[config.mk]
export PLATFORM = sky130hd
export DESIGN_NAME = status_pin_b_source_mux
export DESIGN_NICKNAME = d
export VERILOG_FILES = /design/src/status_mux_pkg.sv
export VERILOG_INCLUDE_DIRS = /design/src
export SDC_FILE = /design/constraint.sdc
export NUM_CORES = 1
export LEC_CHECK = 0
export BUFFER_PORTS_ARGS = -buffer_cell sky130_fd_sc_hd__buf_2
export CORE_MARGIN = 8
export CORE_UTILIZATION = 60
export CTS_BUF_LIST = sky130_fd_sc_hd__clkbuf_2 sky130_fd_sc_hd__clkbuf_4 sky130_fd_sc_hd__clkbuf_8
export DETAILED_ROUTE_END_ITERATION = 16
export PLACE_DENSITY = 0.87
export SLEW_MARGIN = 20
export SYNTH_ARGS = -nofsm -noshare
export SYNTH_HDL_FRONTEND = slang
export SYNTH_HIERARCHICAL = 1
export SYNTH_SLANG_ARGS = --single-unit
[constraint.sdc]
create_clock -name aclk -period 3.3 [get_ports aclk]
set_input_delay 0.33 -clock aclk [delete_from_list [all_inputs] [get_ports aclk]]
set_output_delay 0.33 -clock aclk [all_outputs]
set_load 0.01 [all_outputs]
[src/status_mux_params.svh]
// Offsets, field positions, reset values and response codes for the status pin B mux.
`ifndef STATUS_MUX_PARAMS_SVH
`define STATUS_MUX_PARAMS_SVH

// =====================================================================
// Register map (byte addresses on the AXI4-Lite slave)
// =====================================================================
`define ADDR_STATUS_B_CTRL   8'h1c
`define ADDR_EVENT_STATUS    8'h40
`define ADDR_EVENT_MASK      8'h44
`define ADDR_INDICATOR_RAW   8'h48

// =====================================================================
// Control register fields and reset values
// =====================================================================
`define SEL_MSB              7
`define SEL_LSB              4
`define POL_BIT              3
`define SEL_RESET            4'h2
`define POL_RESET            1'b1
`define EVENT_COUNT          16
`define MASK_RESET           16'h0000
// Sources whose pin view is the divider output halved by a toggle stage.
`define HALVED_MASK          16'h18d8

// =====================================================================
// AXI response codes
// =====================================================================
`define RESP_OKAY            2'b00
`define RESP_SLVERR          2'b10

`endif

[src/status_mux_pkg.sv]
// Types for the status pin B mux; its input synchroniser uses none of them.
`timescale 1ns/100ps
package status_mux_pkg;

    // Source select codes for the status pin B.
    typedef enum logic [3:0] {
        SRC_PRI_MISSING  = 4'h0,
        SRC_SEC_MISSING  = 4'h1,
        SRC_PLL1_LOCK    = 4'h2,
        SRC_PLL1_RDIV    = 4'h3,
        SRC_PLL1_NDIV    = 4'h4,
        SRC_PLL2_LOCK    = 4'h5,
        SRC_PLL2_RDIV    = 4'h6,
        SRC_PLL2_NDIV    = 4'h7,
        SRC_PLL1_CAL     = 4'h8,
        SRC_PLL2_CAL     = 4'h9,
        SRC_ALERT        = 4'ha,
        SRC_PLL1_MDIV    = 4'hb,
        SRC_PLL2_MDIV    = 4'hc,
        SRC_NVM_BUSY     = 4'hd,
        SRC_PLL1_REVERT  = 4'he,
        SRC_PLL2_REVERT  = 4'hf
    } status_src_e;

    // Read channel states of the register slave.
    typedef enum logic [0:0] {
        RD_IDLE = 1'b0,
        RD_RESP = 1'b1
    } rd_state_e;

endpackage

`include "status_mux_params.svh"

// =====================================================================
// Status pin B source mux
// =====================================================================
// Operation
// - Select field bits 7:4, resets to 0x2.
// - Codes 0x0, 0x1 show reference signal missing.
// - Codes 0x2, 0x5 show PLL lock missing.
// - Codes 0x3, 0x6 show halved R dividers.
// - Codes 0x4, 0x7 show halved N dividers.
// - Codes 0x8, 0x9 show VCO calibration active.
// - Codes 0xb, 0xc halved M; 0xd memory busy.
// - Codes 0xe, 0xf show automatic revert events.
// - Bit 3 polarity, one is active high.
// - Test override beats select and polarity.
// - Code 0xa shows combined flag alert.
module status_pin_b_source_mux
    import status_mux_pkg::*;
#(
    parameter int SRC_COUNT = `EVENT_COUNT,
    parameter int ADDR_W    = 8,
    parameter int DATA_W    = 32
) (
    // Clock, reset and clock enable.
    input  logic                 aclk,
    input  logic                 aresetn,
    input  logic                 clk_en,
    // AXI4-Lite write address and write data.
    input  logic [ADDR_W-1:0]    awaddr,
    input  logic                 awvalid,
    output logic                 awready,
    input  logic [DATA_W-1:0]    wdata,
    input  logic [DATA_W/8-1:0]  wstrb,
    input  logic                 wvalid,
    output logic                 wready,
    // AXI4-Lite write response.
    output logic [1:0]           bresp,
    output logic                 bvalid,
    input  logic                 bready,
    // AXI4-Lite read address and read data.
    input  logic [ADDR_W-1:0]    araddr,
    input  logic                 arvalid,
    output logic                 arready,
    output logic [DATA_W-1:0]    rdata,
    output logic [1:0]           rresp,
    output logic                 rvalid,
    input  logic                 rready,
    // Indicators from the clock generator, asynchronous to aclk.
    input  logic [SRC_COUNT-1:0] indicator_raw,
    // Test configuration from logic on aclk.
    input  logic                 test_override_en,
    input  logic                 test_override_value,
    // Pin and interrupt.
    output logic                 status_pin_b,
    output logic                 irq
);

    // =================================================================
    // Declarations
    // =================================================================
    localparam logic [SRC_COUNT-1:0] HALVED = SRC_COUNT'(`HALVED_MASK);

    logic [3:0]           sel_reg;
    logic [3:0]           sel_next;
    logic                 pol_reg;
    logic                 pol_next;
    logic [SRC_COUNT-1:0] mask_reg;
    logic [SRC_COUNT-1:0] mask_next;
    logic [SRC_COUNT-1:0] status_reg;
    logic [SRC_COUNT-1:0] status_next;
    logic [SRC_COUNT-1:0] prev_reg;
    logic [SRC_COUNT-1:0] toggle_reg;
    logic [SRC_COUNT-1:0] toggle_next;
    logic                 primed_reg;
    logic [SRC_COUNT-1:0] ind_sync;
    logic [SRC_COUNT-1:0] rise_raw;
    logic [SRC_COUNT-1:0] rise_vec;
    logic [SRC_COUNT-1:0] level_vec;
    logic                 selected;
    logic                 pin_next;
    logic                 pin_reg;
    logic                 irq_reg;
    logic                 awready_reg;
    logic                 awready_next;
    logic                 bvalid_reg;
    logic                 bvalid_next;
    logic [1:0]           bresp_reg;
    logic [1:0]           bresp_next;
    logic                 arready_reg;
    logic                 arready_next;
    logic [DATA_W-1:0]    rdata_reg;
    logic [DATA_W-1:0]    rdata_next;
    logic [1:0]           rresp_reg;
    logic [1:0]           rresp_next;
    logic                 rvalid_reg;
    rd_state_e            rd_state_reg;
    rd_state_e            rd_state_next;
    logic                 wr_fire;
    logic                 ar_take;
    logic                 aw_ctrl;
    logic                 aw_mask;
    logic                 aw_status;
    logic                 aw_raw;
    logic                 wr_known;
    logic                 ar_ctrl;
    logic                 ar_mask;
    logic                 ar_status;
    logic                 ar_raw;
    logic                 rd_known;
    logic [DATA_W-1:0]    rd_word;
    logic                 rd_clear;

    // =================================================================
    // Input synchroniser
    // =================================================================
    // Every indicator crosses into aclk through two flops before use.
    status_sync_2ff #(
        .WIDTH (SRC_COUNT)
    ) status_sync_2ff_i (
        .aclk    (aclk),
        .aresetn (aresetn),
        .clk_en  (clk_en),
        .d       (indicator_raw),
        .q       (ind_sync)
    );

    // =================================================================
    // Write channel
    // =================================================================
    // Address and data are taken together, so one ready pulse covers both.
    assign wr_fire      = awvalid && awready_reg && wvalid;
    assign aw_ctrl      = (awaddr == ADDR_W'(`ADDR_STATUS_B_CTRL));
    assign aw_mask      = (awaddr == ADDR_W'(`ADDR_EVENT_MASK));
    assign aw_status    = (awaddr == ADDR_W'(`ADDR_EVENT_STATUS));
    assign aw_raw       = (awaddr == ADDR_W'(`ADDR_INDICATOR_RAW));
    assign wr_known     = aw_ctrl || aw_mask || aw_status || aw_raw;
    assign awready_next = !awready_reg && !bvalid_reg && awvalid && wvalid;
    assign bvalid_next  = wr_fire ? 1'b1 : ((bvalid_reg && bready) ? 1'b0 : bvalid_reg);
    assign bresp_next   = wr_fire ? (wr_known ? `RESP_OKAY : `RESP_SLVERR) : bresp_reg;

    // Control and mask fields; reserved bits 2:0 are never stored.
    assign sel_next  = (wr_fire && aw_ctrl && wstrb[0]) ?
                       wdata[`SEL_MSB:`SEL_LSB] : sel_reg;
    assign pol_next  = (wr_fire && aw_ctrl && wstrb[0]) ? wdata[`POL_BIT] : pol_reg;
    assign mask_next = (wr_fire && aw_mask && wstrb[0]) ? wdata[SRC_COUNT-1:0] : mask_reg;

    // =================================================================
    // Read channel
    // =================================================================
    assign ar_take      = arvalid && arready_reg;
    assign ar_ctrl      = (araddr == ADDR_W'(`ADDR_STATUS_B_CTRL));
    assign ar_mask      = (araddr == ADDR_W'(`ADDR_EVENT_MASK));
    assign ar_status    = (araddr == ADDR_W'(`ADDR_EVENT_STATUS));
    assign ar_raw       = (araddr == ADDR_W'(`ADDR_INDICATOR_RAW));
    assign rd_known     = ar_ctrl || ar_mask || ar_status || ar_raw;
    assign arready_next = !arready_reg && (rd_state_reg == RD_IDLE) && arvalid;
    assign rd_word      = ar_ctrl   ? DATA_W'({sel_reg, pol_reg, 3'b000}) :
                          ar_status ? DATA_W'(status_reg) :
                          ar_mask   ? DATA_W'(mask_reg) :
                          ar_raw    ? DATA_W'(ind_sync) : '0;
    assign rdata_next   = ar_take ? rd_word : rdata_reg;
    assign rresp_next   = ar_take ? (rd_known ? `RESP_OKAY : `RESP_SLVERR) : rresp_reg;

    // Read state: idle until an address is taken, then hold data until rready.
    always_comb begin
        rd_state_next = rd_state_reg;
        case (rd_state_reg)
            RD_IDLE: begin
                if (ar_take) begin
                    rd_state_next = RD_RESP;
                end
            end
            RD_RESP: begin
                if (rready) begin
                    rd_state_next = RD_IDLE;
                end
            end
            default: begin
                rd_state_next = RD_IDLE;
            end
        endcase
    end

    // =================================================================
    // Events and interrupt
    // =================================================================
    // The primed flag masks edges in the first cycle after reset only; an indicator high at reset still sets its event once through the sync flops.
    assign rise_raw    = ind_sync & ~prev_reg;
    assign rise_vec    = primed_reg ? rise_raw : '0;
    assign rd_clear    = ar_take && ar_status;
    // A new event in the cycle of the clearing read survives: set wins.
    assign status_next = (rd_clear ? '0 : status_reg) | rise_vec;
    assign toggle_next = toggle_reg ^ (rise_raw & HALVED);

    // =================================================================
    // Source mux
    // =================================================================
    // Divider sources show a halved copy; the rest pass their level straight.
    genvar gi;
    generate
        for (gi = 0; gi < SRC_COUNT; gi++) begin : g_level
            assign level_vec[gi] = HALVED[gi] ? toggle_reg[gi] : ind_sync[gi];
        end
    endgenerate

    assign selected = level_vec[sel_reg];
    // Test configuration overrides the select and polarity outright.
    assign pin_next = test_override_en ? test_override_value : (selected ~^ pol_reg);

    // =================================================================
    // Registers
    // =================================================================
    // Control register state.
    always_ff @(posedge aclk) begin
        if (!aresetn) begin
            sel_reg <= `SEL_RESET;
            pol_reg <= `POL_RESET;
        end else if (clk_en) begin
            sel_reg <= sel_next;
            pol_reg <= pol_next;
        end
    end

    // Event, mask and toggle state.
    always_ff @(posedge aclk) begin
        if (!aresetn) begin
            mask_reg   <= SRC_COUNT'(`MASK_RESET);
            status_reg <= '0;
            prev_reg   <= '0;
            toggle_reg <= '0;
            primed_reg <= 1'b0;
        end else if (clk_en) begin
            mask_reg   <= mask_next;
            status_reg <= status_next;
            prev_reg   <= ind_sync;
            toggle_reg <= toggle_next;
            primed_reg <= 1'b1;
        end
    end

    // Pin and interrupt flops, so both leave the block glitch free.
    always_ff @(posedge aclk) begin
        if (!aresetn) begin
            pin_reg <= 1'b0;
            irq_reg <= 1'b0;
        end else if (clk_en) begin
            pin_reg <= pin_next;
            irq_reg <= |(status_reg & mask_reg);
        end
    end

    // Bus handshake flops.
    always_ff @(posedge aclk) begin
        if (!aresetn) begin
            awready_reg  <= 1'b0;
            bvalid_reg   <= 1'b0;
            bresp_reg    <= `RESP_OKAY;
            arready_reg  <= 1'b0;
            rdata_reg    <= '0;
            rresp_reg    <= `RESP_OKAY;
            rvalid_reg   <= 1'b0;
            rd_state_reg <= RD_IDLE;
        end else if (clk_en) begin
            awready_reg  <= awready_next;
            bvalid_reg   <= bvalid_next;
            bresp_reg    <= bresp_next;
            arready_reg  <= arready_next;
            rdata_reg    <= rdata_next;
            rresp_reg    <= rresp_next;
            rvalid_reg   <= (rd_state_next == RD_RESP);
            rd_state_reg <= rd_state_next;
        end
    end

    // Outputs straight from flops.
    assign awready      = awready_reg;
    assign wready       = awready_reg;
    assign bvalid       = bvalid_reg;
    assign bresp        = bresp_reg;
    assign arready      = arready_reg;
    assign rdata        = rdata_reg;
    assign rresp        = rresp_reg;
    assign rvalid       = rvalid_reg;
    assign status_pin_b = pin_reg;
    assign irq          = irq_reg;

    // =================================================================
    // Assertions
    // =================================================================
    chk_reset_select:
        assert property (@(posedge aclk) $rose(aresetn) |-> (sel_reg == `SEL_RESET) &&
                         (pol_reg == `POL_RESET))
        else $error("select or polarity not at reset value");
    chk_pin_polarity:
        assert property (@(posedge aclk) disable iff (!aresetn)
                         (clk_en && !test_override_en) |=>
                         (status_pin_b == $past(level_vec[sel_reg] ~^ pol_reg)))
        else $error("pin does not follow selected source");
    chk_override_wins:
        assert property (@(posedge aclk) disable iff (!aresetn)
                         (clk_en && test_override_en) |=>
                         (status_pin_b == $past(test_override_value)))
        else $error("test override not on pin");
    chk_reserved_zero:
        assert property (@(posedge aclk) disable iff (!aresetn)
                         (clk_en && ar_take && ar_ctrl) |=>
                         ((rdata[2:0] == 3'b000) && (rdata[7:4] == $past(sel_reg))))
        else $error("control read-back wrong");
    chk_halved_toggle:
        assert property (@(posedge aclk) disable iff (!aresetn)
                         (clk_en && rise_raw[3]) |=> (toggle_reg[3] != $past(toggle_reg[3])))
        else $error("halving stage did not toggle");
    chk_event_set_wins:
        assert property (@(posedge aclk) disable iff (!aresetn)
                         clk_en |=> ((status_reg & $past(rise_vec)) == $past(rise_vec)))
        else $error("event lost");
    chk_write_answer:
        assert property (@(posedge aclk) disable iff (!aresetn)
                         (clk_en && wr_fire) |=> bvalid)
        else $error("write response missing");
    chk_read_answer:
        assert property (@(posedge aclk) disable iff (!aresetn)
                         (clk_en && ar_take) |=> rvalid)
        else $error("read response missing");

endmodule

// =====================================================================
// Two-flop synchroniser
// =====================================================================
module status_sync_2ff #(
    parameter int WIDTH = 16
) (
    // Clock, reset and clock enable.
    input  logic             aclk,
    input  logic             aresetn,
    input  logic             clk_en,
    // Asynchronous input and its synchronised copy.
    input  logic [WIDTH-1:0] d,
    output logic [WIDTH-1:0] q
);
    logic [WIDTH-1:0] meta_reg;
    logic [WIDTH-1:0] sync_reg;

    // Only the second flop reads the first, so a metastable value has a cycle to settle.
    always_ff @(posedge aclk) begin
        if (!aresetn) begin
            meta_reg <= '0;
            sync_reg <= '0;
        end else if (clk_en) begin
            meta_reg <= d;
            sync_reg <= meta_reg;
        end
    end

    assign q = sync_reg;
endmodule

==> qor.log <==
INFO  synthesis      yosysSeqAreaShare=0.429
INFO  critical_path  critPathMaxFanout=19
INFO  drt            first_iter_violations=246
INFO  layout         ff_latch_area=2320squm
INFO  clocking       ctsHoldBuffers=0
INFO  clocking       htreeDepth=4
INFO  grt            grt.met2_usage=0.322
INFO  pwr            worst_ir_drop_vdd=0.409mV
INFO  drt            drt-pass1-iter-count=5
INFO  layout         finish.utilization=0.697
INFO  synthesis      synthDistinctLibCells=46
INFO  critical_path  worstReg2RegStart=arready$_SDFFE_PN0P_
INFO  critical_path  worstPathCellList=nand3_2 -> nor3_1 -> nand2_2 -> a32oi_1 -> nor2b_1
INFO  clocking       cts_sinks=116
INFO  min_path       hold-path-cell-count=3
INFO  synthesis      synth-edff-count=0
INFO  drt            drt_wl_total=12.7mm
INFO  synthesis      syn-mean-instance-area=10.1squm
INFO  synthesis      ys_top_cells_by_area=sky130_fd_sc_hd__dfxtp_1, sky130_fd_sc_hd__mux2i_1, sky130_fd_sc_hd__nor2b_1
INFO  grt            grt_pass1_wl=20.9mm
INFO  clocking       cts-root-to-sink-buffers=2
INFO  floorplanning  row_count=34
INFO  synthesis      yosys.cell_count.top_type=sky130_fd_sc_hd__dfxtp_1
INFO  sta            final.period_utilization=0.589
INFO  drt            route.vias.total=4086
INFO  clocking       post_cts_buffers=0
INFO  critical_path  critical_path.startpoint_type=flop
INFO  floorplanning  top_level_ports=121
INFO  critical_path  worst_setup_path_end_kind=flop
INFO  critical_path  timing.rr.end=status_reg[9]$_SDFFE_PN0P_
INFO  synthesis      syn_inst=533
INFO  clocking       source_to_sink_clock_delay_at_the_later_pin_of_the_worst_skew_pair=0.44ns
INFO  floorplanning  core-area=8720squm
INFO  floorplanning  initial_utilization=0.620
INFO  grt            grt_antenna_before_repair=0
INFO  sta            relSlewSlack=0.362
INFO  min_path       worst_hold_path.endpoint=pol_reg$_SDFFE_PN1P_
INFO  pwr            seqPwrFrac=0.499
INFO  pwr            powerDensity=481nW/um^2
INFO  synthesis      synth.cells.most_frequent=sky130_fd_sc_hd__dfxtp_1, sky130_fd_sc_hd__mux2i_1, sky130_fd_sc_hd__nor2b_1, sky130_fd_sc_hd__nand2_1, sky130_fd_sc_hd__clkbuf_1
INFO  sta            worst-slew-pin-transition=0.956ns
INFO  grt            largest_net_degree_at_the_start_of_global_routing=67
INFO  layout         fin_area=6080squm
INFO  sta            timing.final.max_slew_violations=0
INFO  critical_path  critPathArrivalTime=2.27ns
INFO  critical_path  timing.critical_path.buf_inv=0
INFO  layout         multi_input_comb_area=2760squm
INFO  floorplanning  die-width=111um
INFO  synthesis      synth_seq_cells=116
INFO  min_path       hold_class=in2reg
INFO  clocking       path_clk_slew=0.07ns
INFO  pwr            clockPowerShare=0.430
INFO  pwr            switchingPower=0.692mW
INFO  sta            final-setup-viol-count=0
INFO  sta            final_hold_viol_count=0
INFO  synthesis      ys.flop_type=sky130_fd_sc_hd__dfxtp_1
INFO  sta            worst_clock_skew=0.00850ns
INFO  sta            max_clock_freq=515MHz
INFO  clocking       ctsRootBufferMaster=sky130_fd_sc_hd__clkbuf_8
INFO  synthesis      synthArstFlopShare=0
INFO  clocking       tritoncts_clock_tree=built
INFO  drt            antenna_left=0
INFO  critical_path  worst_path_max_delay_cell=sky130_fd_sc_hd__nand3_2
INFO  sta            setup-tns-final=0ns
INFO  min_path       hold_start=wdata[3]
INFO  layout         num-fill-cells=662
INFO  layout         num_antenna_cells=0
INFO  placed_design  detailed_place.area=5700squm
INFO  drt            avgRoutedWirePerCell=17.5um
INFO  critical_path  crit_path_max_incr_delay=0.45ns
INFO  placed_design  gp_congestion=0.854
INFO  critical_path  category_of_the_critical_setup_timing_path=reg2reg
INFO  drt            routed_via_density=5.66
INFO  pwr            power_switching_share=0.237
INFO  clocking       ctsResizeCount=0
INFO  pwr            internal_power_component=2.23mW
INFO  pwr            pwr-share-comb=0.071
INFO  clocking       tritoncts.num_buffers=17
INFO  floorplanning  die_ht=111um
INFO  run_status     outcome=finished, final reports clean
INFO  synthesis      synth_top_area_cell=sky130_fd_sc_hd__dfxtp_1
INFO  grt            grt_overflow_total=0
INFO  synthesis      synthesis.yosys.warnings=6
INFO  layout         layout-drive-gt1-share=0.239
INFO  grt            grt_total_usage=0.206
INFO  placed_design  dp.final_hpwl=8.75mm
INFO  grt            gr-max-usage-layer=met2
INFO  layout         layout.nets=681
INFO  layout         areaGrowthSynthToFinish=12.4%
INFO  critical_path  cell_family_with_most_cp_delay=simple AND/OR/NAND/NOR gates
INFO  flow_run       maxCapViolations=0
INFO  grt            grt_util_met3=0.0666
INFO  grt            grt_pass1_vias=4253
INFO  drt            detail_route.drc_violations=0
INFO  sta            setup_repair_after_global_routing_missed_its_margin=no
INFO  pwr            static-leakage-power=2.59nW
INFO  critical_path  worst-endpoint-required=3.63ns
INFO  grt            use_met1=0.246
INFO  floorplanning  die-area=12300squm
INFO  synthesis      synth.top_cell.area_share=0.429
INFO  sta            timing.final.crit_period=1.94ns
INFO  pwr            total_power=2.93mW
INFO  critical_path  setup.reg_to_reg.worst_slack=1.36ns
INFO  synthesis      netlist_area=5410squm
INFO  critical_path  reg2reg_depth=5
INFO  placed_design  io_buffer_count=83
[how the worst max path moves through the flow]
stage,start,to,slack [ns],depth (start not counted)
floorplan,araddr[5],status_reg[10]$_SDFFE_PN0P_,1.51,6
global placement,araddr[5],rdata[0]$_SDFFE_PN0P_,1.09,6
detailed placement,araddr[5],rdata[0]$_SDFFE_PN0P_,0.99,6
CTS,arready$_SDFFE_PN0P_,status_reg[9]$_SDFFE_PN0P_,1.36,5
global route,awready$_SDFFE_PN0P_,mask_reg[7]$_SDFFE_PN0P_,1.18,5
finish,arready$_SDFFE_PN0P_,status_reg[9]$_SDFFE_PN0P_,1.36,5
[tightest hold or removal path, delay by kind of cell]
kind	cells	cell delay (ns)
multiplexers	1	0.06
AND/OR/NAND/NOR	1	0.06
buffers and inverters	1	0.09
[cell families (layout without fill, tap and decap cells)]
kind of cell    count (synthesis)  in the layout  synth area share
flops                         116            116             0.429
compound gates                 70             70            0.0992
buf+inv                        64            128            0.0726
other cells                     1             18          0.000693
simple gates                  183            183             0.207
xor+xnor                        7              7            0.0113
mux                            92             92             0.180
[placed cells by master, fill, tap and decap left out, drive strengths merged, types with 6 or more instances in the layout]
| master | instances |
|---|---|
| a22oi | 18 |
| nand4b | 6 |
| nand3 | 6 |
| clkbuf | 20 |
| mux2i | 88 |
| buf | 87 |
| and2 | 8 |
| a32oi | 10 |
| o21ai | 18 |
| nor2 | 8 |
| dfxtp | 116 |
| inv | 11 |
| a21boi | 9 |
| conb | 18 |
| nor2b | 90 |
| clkinv | 6 |
| nand3b | 7 |
| nand2 | 40 |
| xnor2 | 6 |
[area by class of cell]
cell class | count | share of cell area
clock inverters | 10 | 0.0179
repair buffers | 87 | 0.0736
well taps | 108 | 0.0222
flip-flops and latches | 116 | 0.382
multi-input cells | 370 | 0.453
clock buffers | 20 | 0.0442
inverters | 11 | 0.00679
[power by group through the flow]
stage	logic (mW)	clock network (mW)	registers, mW
after floorplan	0.166	0	1.48
after global placement	0.197	0	1.49
after global routing	0.228	1.33	1.46
final	0.208	1.26	1.46
after detailed placement	0.205	0	1.49
after CTS	0.207	1.27	1.46
[metrics by stage]
step           instances  setup WS (ns)  hold slack (ns)
5_1_grt              722           1.18            0.142
3_3_place_gp         692           1.09            0.460
6_report             722           1.36            0.124
4_1_cts              722           1.36            0.123
2_1_floorplan        550           1.51            0.443
3_5_place_dp         692          0.992            0.468
[layer usage]
layer  part of all wire  vias to the layer above
met5                  0                        -
met4              0.031                        0
met3              0.081                       40
met2               0.46                      168
met1               0.43                     1919
li1                   -                     1959
Power figures use the tool's default switching activity.
